File: config.mk
export PLATFORM = sky130hd
export DESIGN_NAME = bus_status_and_interrupt_sequencer
export DESIGN_NICKNAME = d
export VERILOG_FILES = /design/src/logic/seq_pkg.sv /design/src/logic/pin_sync.sv /design/src/logic/irq_arbiter.sv /design/src/logic/bus_status_and_interrupt_sequencer.sv
export VERILOG_INCLUDE_DIRS = /design/src /design/src/logic
export SDC_FILE = /design/constraint.sdc
export NUM_CORES = 1
export LEC_CHECK = 0
export BUFFER_PORTS_ARGS = -buffer_cell sky130_fd_sc_hd__buf_2
export CAP_MARGIN = 20
export CORE_MARGIN = 4
export CORE_UTILIZATION = 59
export DETAILED_ROUTE_END_ITERATION = 8
export GPL_ROUTABILITY_DRIVEN = 0
export PLACE_DENSITY = 0.81
export RECOVER_POWER = 50
export SETUP_SLACK_MARGIN = 0.4
export SYNTH_ARGS = -nofsm -noshare
export SYNTH_HDL_FRONTEND = slang
export SYNTH_SLANG_ARGS = --single-unit
export TNS_END_PERCENT = 30
File: constraint.sdc
create_clock -name pclk -period 4.11 [get_ports pclk]
set_input_delay 0.2055 -clock pclk [delete_from_list [all_inputs] [get_ports pclk]]
set_output_delay 0.2055 -clock pclk [all_outputs]
set_load 0.03 [all_outputs]
File: src/logic/seq_map.svh
`ifndef SEQ_MAP_SVH
`define SEQ_MAP_SVH
// =====================================================================
// Register byte offsets on the APB side.
`define OFS_CMD 8'h00
`define OFS_FLAGS 8'h04
`define OFS_WP 8'h08
`define OFS_PC 8'h0C
`define OFS_TRAP 8'h10
`define OFS_STATE 8'h14
`define OFS_DATA 8'h18
// =====================================================================
// Command word fields.
`define CMD_CODE_LSB 0
`define CMD_WR_BIT 3
`define CMD_WS_BIT 4
`define CMD_LOCK_BIT 5
`define CMD_EOI_BIT 6
`define CMD_INT_BIT 7
`define CMD_ADDR_LSB 16
// Trap register bits.
`define TRAP_BAD_BIT 0
`define TRAP_ARITH_BIT 1
`define TRAP_PRIV_BIT 2
// =====================================================================
// Status codes with the memory strobe low.
`define BST_LOCKED_SOURCE_READ_CODE 3'h0
`define BST_IOP 3'h1
`define BST_IAQ 3'h2
`define BST_SOP 3'h3
`define BST_DOP 3'h4
`define BST_VECTOR_FETCH_CODE 3'h5
`define BST_WS 3'h6
`define BST_GM 3'h7
// Status codes with the memory strobe high.
`define BST_LOCKED_INTERNAL_CYCLE_CODE 3'h0
`define BST_INTERNAL_CYCLE_CODE 3'h1
`define BST_BUS_SURRENDER_CODE 3'h7
// =====================================================================
// Vectors, masks and workspace save offsets.
`define VEC_RESET 16'h0000
`define VEC_NMI 16'hFFFC
`define VEC_TRAP 16'h0008
`define VEC_STEP 16'h0002
`define MASK_TOP 4'h0
`define MASK_TRAP 4'h1
`define SAVE_WP_OFS 16'h001A
`define SAVE_PC_OFS 16'h001C
`define SAVE_ST_OFS 16'h001E
// Flags word: mask field and the bits cleared on a switch.
`define FLAGS_RST 16'h0000
`define FLAGS_CLR 16'h01F0
`define FLAGS_AIE_BIT 5
// =====================================================================
// Bus cycle timing.
`define CLK_NS 10
`define CYC_NS 40
`define CYC_CLKS (`CYC_NS / `CLK_NS)
`endif

File: src/logic/seq_pkg.sv
`default_nettype none
package seq_pkg;
  // ===================================================================
  // Sequencer states.
  typedef enum logic [3:0] {
    S_IDLE, S_CYC, S_LOCK_SRC, S_LOCK_INT, S_HOLD,
    S_VEC_WP, S_VEC_PC, S_SAVE_WP, S_SAVE_PC, S_SAVE_ST
  } state_type;

  // Interrupt source picked by the arbiter.
  typedef enum logic [1:0] {SRC_EXT, SRC_NMI, SRC_TRAP} src_type;

  // Whole state of the sequencer.
  typedef struct packed {
    state_type st;
    logic [1:0] cnt;
    logic mem_n;
    logic [2:0] code;
    logic latch;
    logic psel;
    logic wr;
    logic [15:0] addr;
    logic [15:0] wdata;
    logic [15:0] flags;
    logic [15:0] wp;
    logic [15:0] pc;
    logic [15:0] vec;
    logic [15:0] nwp;
    logic [3:0] mask_new;
    logic rst_pend;
    logic nmi_pend;
    logic nmi_prev;
    logic t_bad;
    logic t_arith;
    logic t_priv;
    logic inhibit;
    logic eoi;
    logic iaq_cyc;
    logic after_iaq;
    logic lock_ws;
    logic s_req;
    logic [3:0] s_lvl;
    logic discard;
    logic [31:0] prdata;
  } regs_type;
endpackage : seq_pkg
`default_nettype wire

File: src/logic/pin_sync.sv
`default_nettype none
// =====================================================================
// Two flip-flop synchroniser for asynchronous pins.
module pin_sync #(
  parameter int W = 8,
  parameter logic [W-1:0] INIT = '1
) (
  // Clock and reset.
  input wire logic clk,
  input wire logic rst_n,
  // Raw pins and their synchronised copy.
  input wire logic [W-1:0] d,
  output logic [W-1:0] q
);
  // First stage; only the second stage reads it.
  logic [W-1:0] meta;

  // Both stages reset to the idle pin level.
  always_ff @(posedge clk or negedge rst_n) begin
    if (!rst_n) begin
      meta <= INIT;
      q <= INIT;
    end else begin
      meta <= d;
      q <= meta;
    end
  end
endmodule : pin_sync
`default_nettype wire

File: src/logic/irq_arbiter.sv
`default_nettype none
`include "seq_map.svh"
// =====================================================================
// Picks the winning interrupt and its vector and new mask.
module irq_arbiter (
  // Pending sources.
  input wire logic req,
  input wire logic [3:0] lvl,
  input wire logic nmi,
  input wire logic t_bad,
  input wire logic t_arith,
  input wire logic t_priv,
  // Current flags state.
  input wire logic [3:0] mask,
  input wire logic aie,
  // Decision.
  output logic take,
  output logic [15:0] vec,
  output logic [3:0] mask_out,
  output seq_pkg::src_type src
);
  import seq_pkg::*;

  // An enabled internal trap is waiting.
  logic trap;
  // External maskable requests are held off.
  logic ignore_ext;

  assign trap = t_bad | (t_arith & aie) | t_priv;
  assign ignore_ext = (t_arith & aie) | t_priv;

  // Fixed priority: unmaskable, then traps, then the pins.
  always_comb begin
    take = 1'b0;
    vec = `VEC_RESET;
    mask_out = `MASK_TOP;
    src = SRC_EXT;
    if (nmi) begin
      take = 1'b1;
      vec = `VEC_NMI;
      src = SRC_NMI;
    end else if (trap) begin
      take = 1'b1;
      vec = `VEC_TRAP;
      mask_out = `MASK_TRAP;
      src = SRC_TRAP;
    end else if (req && !ignore_ext && (lvl <= mask || lvl == 4'h0)) begin
      take = 1'b1;
      vec = {10'h000, lvl, 2'b00};
      mask_out = (lvl == 4'h0) ? `MASK_TOP : lvl - 4'h1;
    end
  end
endmodule : irq_arbiter
`default_nettype wire

File: src/logic/bus_status_and_interrupt_sequencer.sv
// The address map and the APB interface to the registers were left to the implementer.
`default_nettype none
`include "seq_map.svh"
// =====================================================================
// Bus status and interrupt sequencer.
module bus_status_and_interrupt_sequencer (
  // Clock and reset.
  input wire logic pclk,
  input wire logic presetn,
  // APB slave.
  input wire logic psel,
  input wire logic penable,
  input wire logic pwrite,
  input wire logic [7:0] paddr,
  input wire logic [31:0] pwdata,
  output logic [31:0] prdata,
  output logic pready,
  output logic pslverr,
  // Asynchronous device pins, active low where named so.
  input wire logic hold_req_n,
  input wire logic coprocessor_present_input_n,
  input wire logic irq_request_n,
  input wire logic [3:0] irq_level_lines,
  input wire logic nmi_n,
  // Read data returned by the memory cycle logic.
  input wire logic [15:0] bus_rdata,
  // Bus cycle outputs.
  output logic mem_n,
  output logic [2:0] status_code_bits,
  output logic address_capture_pulse,
  output logic page_select,
  output logic bus_write,
  output logic [15:0] bus_addr,
  output logic [15:0] bus_wdata,
  output logic prefetch_discard
);
  import seq_pkg::*;

  // ===================================================================
  // Constants and state.
  localparam logic [1:0] CNT_LAST = 2'(`CYC_CLKS - 1);

  // Power-up value: reset vector fetch is owed.
  localparam regs_type R0 = '{
    st: S_IDLE,
    mem_n: 1'b1,
    code: `BST_INTERNAL_CYCLE_CODE,
    flags: `FLAGS_RST,
    rst_pend: 1'b1,
    default: '0
  };

  // Registered state and its next value.
  regs_type r_r;
  regs_type r_nxt;

  // Synchronised pins, active high.
  logic [7:0] pins;
  logic hold_s;
  logic cop_s;
  logic req_s;
  logic [3:0] lvl_s;
  logic nmi_s;

  // Bus decode.
  logic acc;
  logic wr_en;
  logic mapped;
  logic cmd_go;

  // Sampling window and cycle end.
  logic samp_open;
  logic last;

  // Arbiter answer.
  logic take;
  logic [15:0] tvec;
  logic [3:0] tmask;
  src_type tsrc;

  // Command fields.
  logic [2:0] c_code;
  logic c_ws;
  logic c_mem_n;

  // ===================================================================
  // Pin synchronisers; no logic reads the first stage.
  pin_sync #(
    .W(8),
    .INIT(8'hFF)
  ) u_sync (
    .clk(pclk),
    .rst_n(presetn),
    .d({hold_req_n, coprocessor_present_input_n, irq_request_n,
        irq_level_lines, nmi_n}),
    .q(pins)
  );

  assign hold_s = ~pins[7];
  assign cop_s = ~pins[6];
  assign req_s = ~pins[5];
  assign lvl_s = pins[4:1];
  assign nmi_s = ~pins[0];

  // ===================================================================
  // Interrupt arbitration on the last sample taken.
  irq_arbiter u_arb (
    .req(r_r.s_req),
    .lvl(r_r.s_lvl),
    .nmi(r_r.nmi_pend),
    .t_bad(r_r.t_bad),
    .t_arith(r_r.t_arith),
    .t_priv(r_r.t_priv),
    .mask(r_r.flags[3:0]),
    .aie(r_r.flags[`FLAGS_AIE_BIT]),
    .take(take),
    .vec(tvec),
    .mask_out(tmask),
    .src(tsrc)
  );

  // ===================================================================
  // APB decode: zero wait states, error on unmapped offsets.
  assign acc = psel & penable;
  assign wr_en = acc & pwrite;
  assign mapped = (paddr == `OFS_CMD) || (paddr == `OFS_FLAGS) ||
                  (paddr == `OFS_WP) || (paddr == `OFS_PC) ||
                  (paddr == `OFS_TRAP) || (paddr == `OFS_STATE) ||
                  (paddr == `OFS_DATA);
  assign pready = 1'b1;
  assign pslverr = acc & ~mapped;
  assign prdata = r_r.prdata;

  // A command only starts from idle with nothing more urgent owed.
  assign cmd_go = wr_en && paddr == `OFS_CMD && r_r.st == S_IDLE &&
                  !r_r.rst_pend && !hold_s && !cop_s;

  // ===================================================================
  // Command decode into a status code.
  always_comb begin
    c_ws = pwdata[`CMD_WS_BIT];
    c_mem_n = pwdata[`CMD_INT_BIT];
    c_code = pwdata[`CMD_CODE_LSB +: 3];
    if (!c_mem_n) begin
      // Register-file code follows addressing mode only.
      if (c_ws) begin
        c_code = `BST_WS;
      end else if (c_code == `BST_WS) begin
        c_code = `BST_GM;
      end else if (c_code == `BST_LOCKED_SOURCE_READ_CODE) begin
        // The lock code is kept for the locking sequence.
        c_code = `BST_SOP;
      end
    end else begin
      // Internal cycles carry only the unlocked internal code.
      c_code = `BST_INTERNAL_CYCLE_CODE;
    end
  end

  // ===================================================================
  // Cycle bookkeeping.
  assign last = r_r.cnt == CNT_LAST;

  // Sampling runs from the fetch until one clock before the next
  // cycle ends; it is shut from a switch until the first end-of-instruction cycle ends.
  assign samp_open = !r_r.inhibit && (r_r.iaq_cyc ||
                     (r_r.after_iaq && !last && r_r.st != S_IDLE));

  // Opens a new bus cycle with its capture pulse.
  function automatic regs_type start_cyc(
    input regs_type s,
    input state_type st,
    input logic mn,
    input logic [2:0] c,
    input logic w,
    input logic [15:0] a,
    input logic [15:0] d
  );
    regs_type t;
    t = s;
    t.st = st;
    t.cnt = 2'h0;
    t.latch = 1'b1;
    t.mem_n = mn;
    t.code = c;
    t.wr = w;
    t.addr = a;
    t.wdata = d;
    t.psel = 1'b0;
    return t;
  endfunction : start_cyc

  // ===================================================================
  // Next-state logic for the whole sequencer.
  always_comb begin
    r_nxt = r_r;
    r_nxt.latch = 1'b0;
    r_nxt.discard = 1'b0;

    // Only the last sample in the window counts.
    if (samp_open) begin
      r_nxt.s_req = req_s;
      r_nxt.s_lvl = lvl_s;
    end

    // Cycle counter runs in every state but idle and hold.
    if (r_r.st != S_IDLE && r_r.st != S_HOLD) begin
      r_nxt.cnt = r_r.cnt + 2'h1;
    end

    case (r_r.st)
      S_IDLE: begin
        if (r_r.rst_pend) begin
          // Reset switch through level 0 vector.
          r_nxt = start_cyc(r_nxt, S_VEC_WP, 1'b0, `BST_VECTOR_FETCH_CODE, 1'b0,
                            `VEC_RESET, r_r.wdata);
          r_nxt.psel = 1'b1;
          r_nxt.vec = `VEC_RESET;
          r_nxt.mask_new = `MASK_TOP;
          r_nxt.rst_pend = 1'b0;
        end else if (hold_s || cop_s) begin
          r_nxt = start_cyc(r_nxt, S_HOLD, 1'b1, `BST_BUS_SURRENDER_CODE, 1'b1,
                            r_r.addr, r_r.wdata);
        end else if (cmd_go && pwdata[`CMD_LOCK_BIT]) begin
          // Locking op: lock read unless source is a register.
          r_nxt = start_cyc(r_nxt, S_LOCK_SRC, 1'b0,
                            c_ws ? `BST_WS : `BST_LOCKED_SOURCE_READ_CODE, 1'b0,
                            pwdata[`CMD_ADDR_LSB +: 16], r_r.wdata);
          r_nxt.lock_ws = c_ws;
          r_nxt.eoi = 1'b0;
        end else if (cmd_go) begin
          r_nxt = start_cyc(r_nxt, S_CYC, c_mem_n, c_code,
                            pwdata[`CMD_WR_BIT] & ~c_mem_n,
                            pwdata[`CMD_ADDR_LSB +: 16], r_r.wdata);
          r_nxt.eoi = pwdata[`CMD_EOI_BIT];
          r_nxt.iaq_cyc = !c_mem_n && !pwdata[`CMD_WR_BIT] &&
                          c_code == `BST_IAQ;
        end
      end

      S_CYC: begin
        if (last) begin
          // Cycle over: the code drops back to internal.
          r_nxt.st = S_IDLE;
          r_nxt.mem_n = 1'b1;
          r_nxt.code = `BST_INTERNAL_CYCLE_CODE;
          r_nxt.wr = 1'b0;
          r_nxt.after_iaq = r_r.iaq_cyc;
          r_nxt.iaq_cyc = 1'b0;
          r_nxt.eoi = 1'b0;
          if (r_r.eoi && r_r.inhibit) begin
            r_nxt.inhibit = 1'b0;
          end else if (r_r.eoi && take) begin
            // Accept at the instruction boundary.
            r_nxt.discard = 1'b1;
            r_nxt = start_cyc(r_nxt, S_VEC_WP, 1'b0, `BST_VECTOR_FETCH_CODE, 1'b0,
                              tvec, r_r.wdata);
            r_nxt.psel = 1'b1;
            r_nxt.vec = tvec;
            r_nxt.mask_new = tmask;
            r_nxt.s_req = 1'b0;
            r_nxt.after_iaq = 1'b0;
            if (tsrc == SRC_NMI) begin
              r_nxt.nmi_pend = 1'b0;
            end
            if (tsrc == SRC_TRAP) begin
              r_nxt.t_bad = 1'b0;
              r_nxt.t_arith = 1'b0;
              r_nxt.t_priv = 1'b0;
            end
          end
        end
      end

      S_LOCK_SRC: begin
        if (hold_s && !r_r.lock_ws) begin
          // Hold still wins while locked.
          r_nxt = start_cyc(r_nxt, S_HOLD, 1'b1, `BST_BUS_SURRENDER_CODE, 1'b1,
                            r_r.addr, r_r.wdata);
        end else if (last) begin
          r_nxt = start_cyc(r_nxt, S_LOCK_INT, 1'b1,
                            r_r.lock_ws ? `BST_INTERNAL_CYCLE_CODE : `BST_LOCKED_INTERNAL_CYCLE_CODE, 1'b0,
                            r_r.addr, r_r.wdata);
        end
      end

      S_LOCK_INT: begin
        if (hold_s && !r_r.lock_ws) begin
          r_nxt = start_cyc(r_nxt, S_HOLD, 1'b1, `BST_BUS_SURRENDER_CODE, 1'b1,
                            r_r.addr, r_r.wdata);
        end else if (last) begin
          // Lock drops as the write-back cycle opens.
          r_nxt = start_cyc(r_nxt, S_CYC, 1'b0,
                            r_r.lock_ws ? `BST_WS : `BST_SOP, 1'b1,
                            r_r.addr, r_r.wdata);
          r_nxt.eoi = 1'b1;
        end
      end

      S_HOLD: begin
        if (!hold_s && !cop_s) begin
          r_nxt.st = S_IDLE;
          r_nxt.code = `BST_INTERNAL_CYCLE_CODE;
          r_nxt.wr = 1'b0;
        end
      end

      S_VEC_WP: begin
        if (last) begin
          r_nxt.nwp = bus_rdata;
          r_nxt = start_cyc(r_nxt, S_VEC_PC, 1'b0, `BST_VECTOR_FETCH_CODE, 1'b0,
                            r_r.vec + `VEC_STEP, r_r.wdata);
          r_nxt.psel = 1'b1;
        end
      end

      S_VEC_PC: begin
        if (last) begin
          // New counter parks in the vector field until saved.
          r_nxt.vec = bus_rdata;
          r_nxt = start_cyc(r_nxt, S_SAVE_WP, 1'b0, `BST_WS, 1'b1,
                            r_r.nwp + `SAVE_WP_OFS, r_r.wp);
        end
      end

      S_SAVE_WP: begin
        if (last) begin
          r_nxt = start_cyc(r_nxt, S_SAVE_PC, 1'b0, `BST_WS, 1'b1,
                            r_r.nwp + `SAVE_PC_OFS, r_r.pc);
        end
      end

      S_SAVE_PC: begin
        if (last) begin
          r_nxt = start_cyc(r_nxt, S_SAVE_ST, 1'b0, `BST_WS, 1'b1,
                            r_r.nwp + `SAVE_ST_OFS, r_r.flags);
        end
      end

      S_SAVE_ST: begin
        if (last) begin
          r_nxt.st = S_IDLE;
          r_nxt.mem_n = 1'b1;
          r_nxt.code = `BST_INTERNAL_CYCLE_CODE;
          r_nxt.wr = 1'b0;
          r_nxt.wp = r_r.nwp;
          r_nxt.pc = r_r.vec;
          r_nxt.flags = {r_r.flags[15:4], r_r.mask_new} & ~`FLAGS_CLR;
          r_nxt.inhibit = 1'b1;
        end
      end

      default: begin
        r_nxt.st = S_IDLE;
      end
    endcase

    // Unmaskable request is taken on its falling pin edge only.
    // It is set after the arbiter's clear so a new edge is never lost.
    r_nxt.nmi_prev = nmi_s;
    if (nmi_s && !r_r.nmi_prev) begin
      r_nxt.nmi_pend = 1'b1;
    end

    // Software writes; a trap set here beats a clear above.
    if (wr_en) begin
      case (paddr)
        `OFS_FLAGS: r_nxt.flags = pwdata[15:0];
        `OFS_WP: r_nxt.wp = pwdata[15:0];
        `OFS_PC: r_nxt.pc = pwdata[15:0];
        `OFS_DATA: begin
          if (r_r.st == S_IDLE) begin
            r_nxt.wdata = pwdata[15:0];
          end
        end
        `OFS_TRAP: begin
          r_nxt.t_bad = r_nxt.t_bad | pwdata[`TRAP_BAD_BIT];
          r_nxt.t_arith = r_nxt.t_arith | pwdata[`TRAP_ARITH_BIT];
          r_nxt.t_priv = r_nxt.t_priv | pwdata[`TRAP_PRIV_BIT];
        end
        default: begin
        end
      endcase
    end

    // Read data is captured in the setup phase.
    if (psel && !penable && !pwrite) begin
      case (paddr)
        `OFS_CMD: r_nxt.prdata = {31'h0, r_r.st != S_IDLE};
        `OFS_FLAGS: r_nxt.prdata = {16'h0, r_r.flags};
        `OFS_WP: r_nxt.prdata = {16'h0, r_r.wp};
        `OFS_PC: r_nxt.prdata = {16'h0, r_r.pc};
        `OFS_TRAP: r_nxt.prdata = {29'h0, r_r.t_priv, r_r.t_arith, r_r.t_bad};
        `OFS_STATE: r_nxt.prdata = {16'h0, r_r.s_lvl, r_r.s_req, r_r.nmi_pend,
                                    r_r.inhibit, r_r.st, r_r.mem_n, 1'b0, r_r.code};
        `OFS_DATA: r_nxt.prdata = {16'h0, r_r.wdata};
        default: r_nxt.prdata = 32'h0;
      endcase
    end
  end

  // ===================================================================
  // State register.
  always_ff @(posedge pclk or negedge presetn) begin
    if (!presetn) begin
      r_r <= R0;
    end else begin
      r_r <= r_nxt;
    end
  end

  // ===================================================================
  // Outputs straight from the state register.
  assign mem_n = r_r.mem_n;
  assign status_code_bits = r_r.code;
  assign address_capture_pulse = r_r.latch;
  assign page_select = r_r.psel;
  assign bus_write = r_r.wr;
  assign bus_addr = r_r.addr;
  assign bus_wdata = r_r.wdata;
  assign prefetch_discard = r_r.discard;
endmodule : bus_status_and_interrupt_sequencer
`default_nettype wire

==> results.toml <==
[status]
status = "finished with violations"
violations = "max-capacitance violations, max-slew violations"

[cells_and_area]
n_antenna_cell = 0
fin_util = 0.6682
nets = 1308
design_area_um2 = 11680
layout-drive-gt1-share = 0.2048
area_growth_pct = 10.12
nFillCells = 1412
final_common_cell = "nand2_1"
layout_common_cells = "nand2_1, dfrtp_1, buf_2"
fin_cells = 1465

[routing]
wire_per_inst_um = 22.23
wl_um = 32560
viasPerCell = 6.687
routed-wl-met3_um = 3530
drt_pass1_iterations = 7
wl_met2_um = 15160
first_iter_violations = 1418
top_layer_used = "met5"
drc = 0
ant_nets = 0
vias = 9796
wl_met1_um = 12400

[job]
drv_cap = 1

[clock_network]
cts_tree = "done"
post_cts_buffers = 0
htreeDepth = 4
cts_hold_buf = 19
clkSinkCount = 178
clkTransAtPathRegs_ns = 0.07
clk_latency_ns = 0.44
postCtsResizedCells = 0
root_buffer = "clkbuf_16"
cts_made_buffers = 17
cts_max_path_buffers = 2

[floorplanning]
die-height_um = 142.1
start_util = 0.6068
dieArea_um2 = 20180
rows = 48
ios = 143
coreArea_um2 = 17480
fp.dieW_um = 142.1

[worst_setup_path]
crit_slowest_cell = "nor3_4"
worstSetupEndpointType = "flip-flop"
cp_max_fo = 25
crit_path_max_incr_delay_ns = 0.73
crit_type = "flip-flop to flip-flop"
path_delay_family = "simple AND/OR/NAND/NOR gates"
path_buf_inv = 1
worstPathRequired_ns = 4.48
r2r_slack_ns = 1.18
worstPathArrival_ns = 3.30
cp-start-kind = "flip-flop"
cp_cell_sequence = "buf_4 > or4_4 > nor3_4 > nand3_2 > a211oi_2 > mux2_1"

[placed_design]
placed_cell_area_um2 = 10870
pre_cts_ws_ns = 1.222
place_inst = 1411
portBuffers = 125
hpwlAfterDp_um = 22480

[sta]
period_minus_slack_ns = 2.930
drv_slew = 68
max_slew_margin = -0.1354
setup_ws_ns = 1.180
post-route-period-util = 0.7129
fmax_mhz = 341.3
hold_violations = 0
worstMarginPinSlew_ns = 1.703
setup_viol = 0
hold_ws_ns = 0.001902
setup_tns_ns = 0
clock_skew_ns = 0.009857
rsz0062_at_grt = "false"

[global_routing]
grt_overflow = 0
grt_max_degree = 113
grt_pass1_vias = 9390
grt_pass1_wl_um = 51160
grt_use_total = 0.3228
antenna_found_initial = 1

[logic_synthesis]
synth_edf_count = 0
avgSynthCellArea_um2 = 8.980
ys_types = 86
yosys.area.top_type_share = 0.3752
ys.warnings.count = 0
ys_ff_latch = 178
yosysTopAreaCell = "dfrtp_1"
async_reset_ff_frac = 1.000
ys_seq_area_frac = 0.4223
syn_inst = 1181
mappedNetlistArea_um2 = 10610
synth_ff_type = "dfrtp_1"
synth_area_leaders = "dfrtp_1, nand2_1, buf_4"

[power]
total_power_mw = 4.112
powerDensity_nw_per_um2 = 352.1
ir_drop_v = 0.0003093
power_leakage_nw = 5.352

[hold_path]
hp-class = "primary input to flip-flop"
## state kept, by name, indices dropped and copies added (netlist names)
signal                 count
address_capture_pulse      1
bus_addr                  16
bus_wdata                 16
bus_write                  1
mem_n                      1
page_select                1
prdata                    16
prefetch_discard           1
r_r                      106
status_code_bits           3
u_sync.meta                8
u_sync.q                   8
## kinds of logic after synthesis
| kind of cell | count (synthesis) | share of synthesized area |
|---|---|---|
| AOI/OAI and AO/OA | 325 | 0.2210 |
| buffers and inverters | 179 | 0.09143 |
| and+or+nand+nor | 408 | 0.1735 |
| other | 2 | 0.0007081 |
| DFF | 178 | 0.4223 |
| adders and majority gates | 12 | 0.01416 |
| xor gates and xnor gates | 26 | 0.02147 |
| muxes | 51 | 0.05545 |
## tightest hold or removal path, stage by stage
cell and delay (ns):
buf_2 0.08, nand2_1 0.04, o21ai_0 0.07
## synth_stat cells, types with 5 or more instances
cell	count
a21o_1	6
o22ai_1	7
a221oi_1	16
mux2_2	41
o211ai_1	8
a211o_1	10
a22oi_1	17
buf_2	12
nand3_1	30
mux2i_1	7
or2_2	5
buf_1	9
xnor2_1	15
a22o_1	6
o21ai_0	56
nor2b_1	11
clkbuf_1	60
a222oi_1	18
o2bb2ai_1	5
nand4_1	6
a21oi_1	57
and3_1	7
nor3_1	15
a2111o_1	5
xor2_1	11
a221o_1	22
nand2_1	181
o21a_1	6
nor2_1	112
dfstp_2	19
inv_1	25
o221ai_1	5
nand2b_1	7
dfrtp_1	159
a31oi_1	42
ha_1	12
buf_4	69
## report_power, final
part | internal (mW) | total [mW] | switching (mW)
clock network | 0.883 | 1.62 | 0.734
registers | 1.82 | 1.89 | 0.0703
logic | 0.189 | 0.607 | 0.418
total | 2.89 | 4.11 | 1.22
## layout make-up
class,instances,area [um^2],area share
tap,225,281.5,0.02411
sequential,178,4478,0.3834
multi-input combinational,839,5230,0.4478
clock buffer,21,460.4,0.03943
clock inverter,11,123.9,0.01061
timing repair buffer,166,1011,0.08657
inverter,25,93.84,0.008035
## path summary, 6_finish.rpt
path / startpoint / endpoint / cells past startpoint
setup / recovery: r_r[175] / status_code_bits[0] / 6
hold / removal: bus_rdata[5] / r_r[58] / 3
setup reg to reg: r_r[175] / status_code_bits[0] / 6
hold reg to reg: u_sync.meta[7] / u_sync.q[7] / 0
max in group asynchronous: presetn / r_r[97] / 3
min in group asynchronous: presetn / address_capture_pulse / 2
## routing by layer
| metal | GRT usage | up-vias |
|---|---|---|
| li1 | - | 4291 |
| met1 | 0.4297 | 4721 |
| met2 | 0.5083 | 665 |
| met3 | 0.07594 | 117 |
| met4 | 0.1394 | 2 |
| met5 | 0 | - |
(Power assumes the default switching activity.)
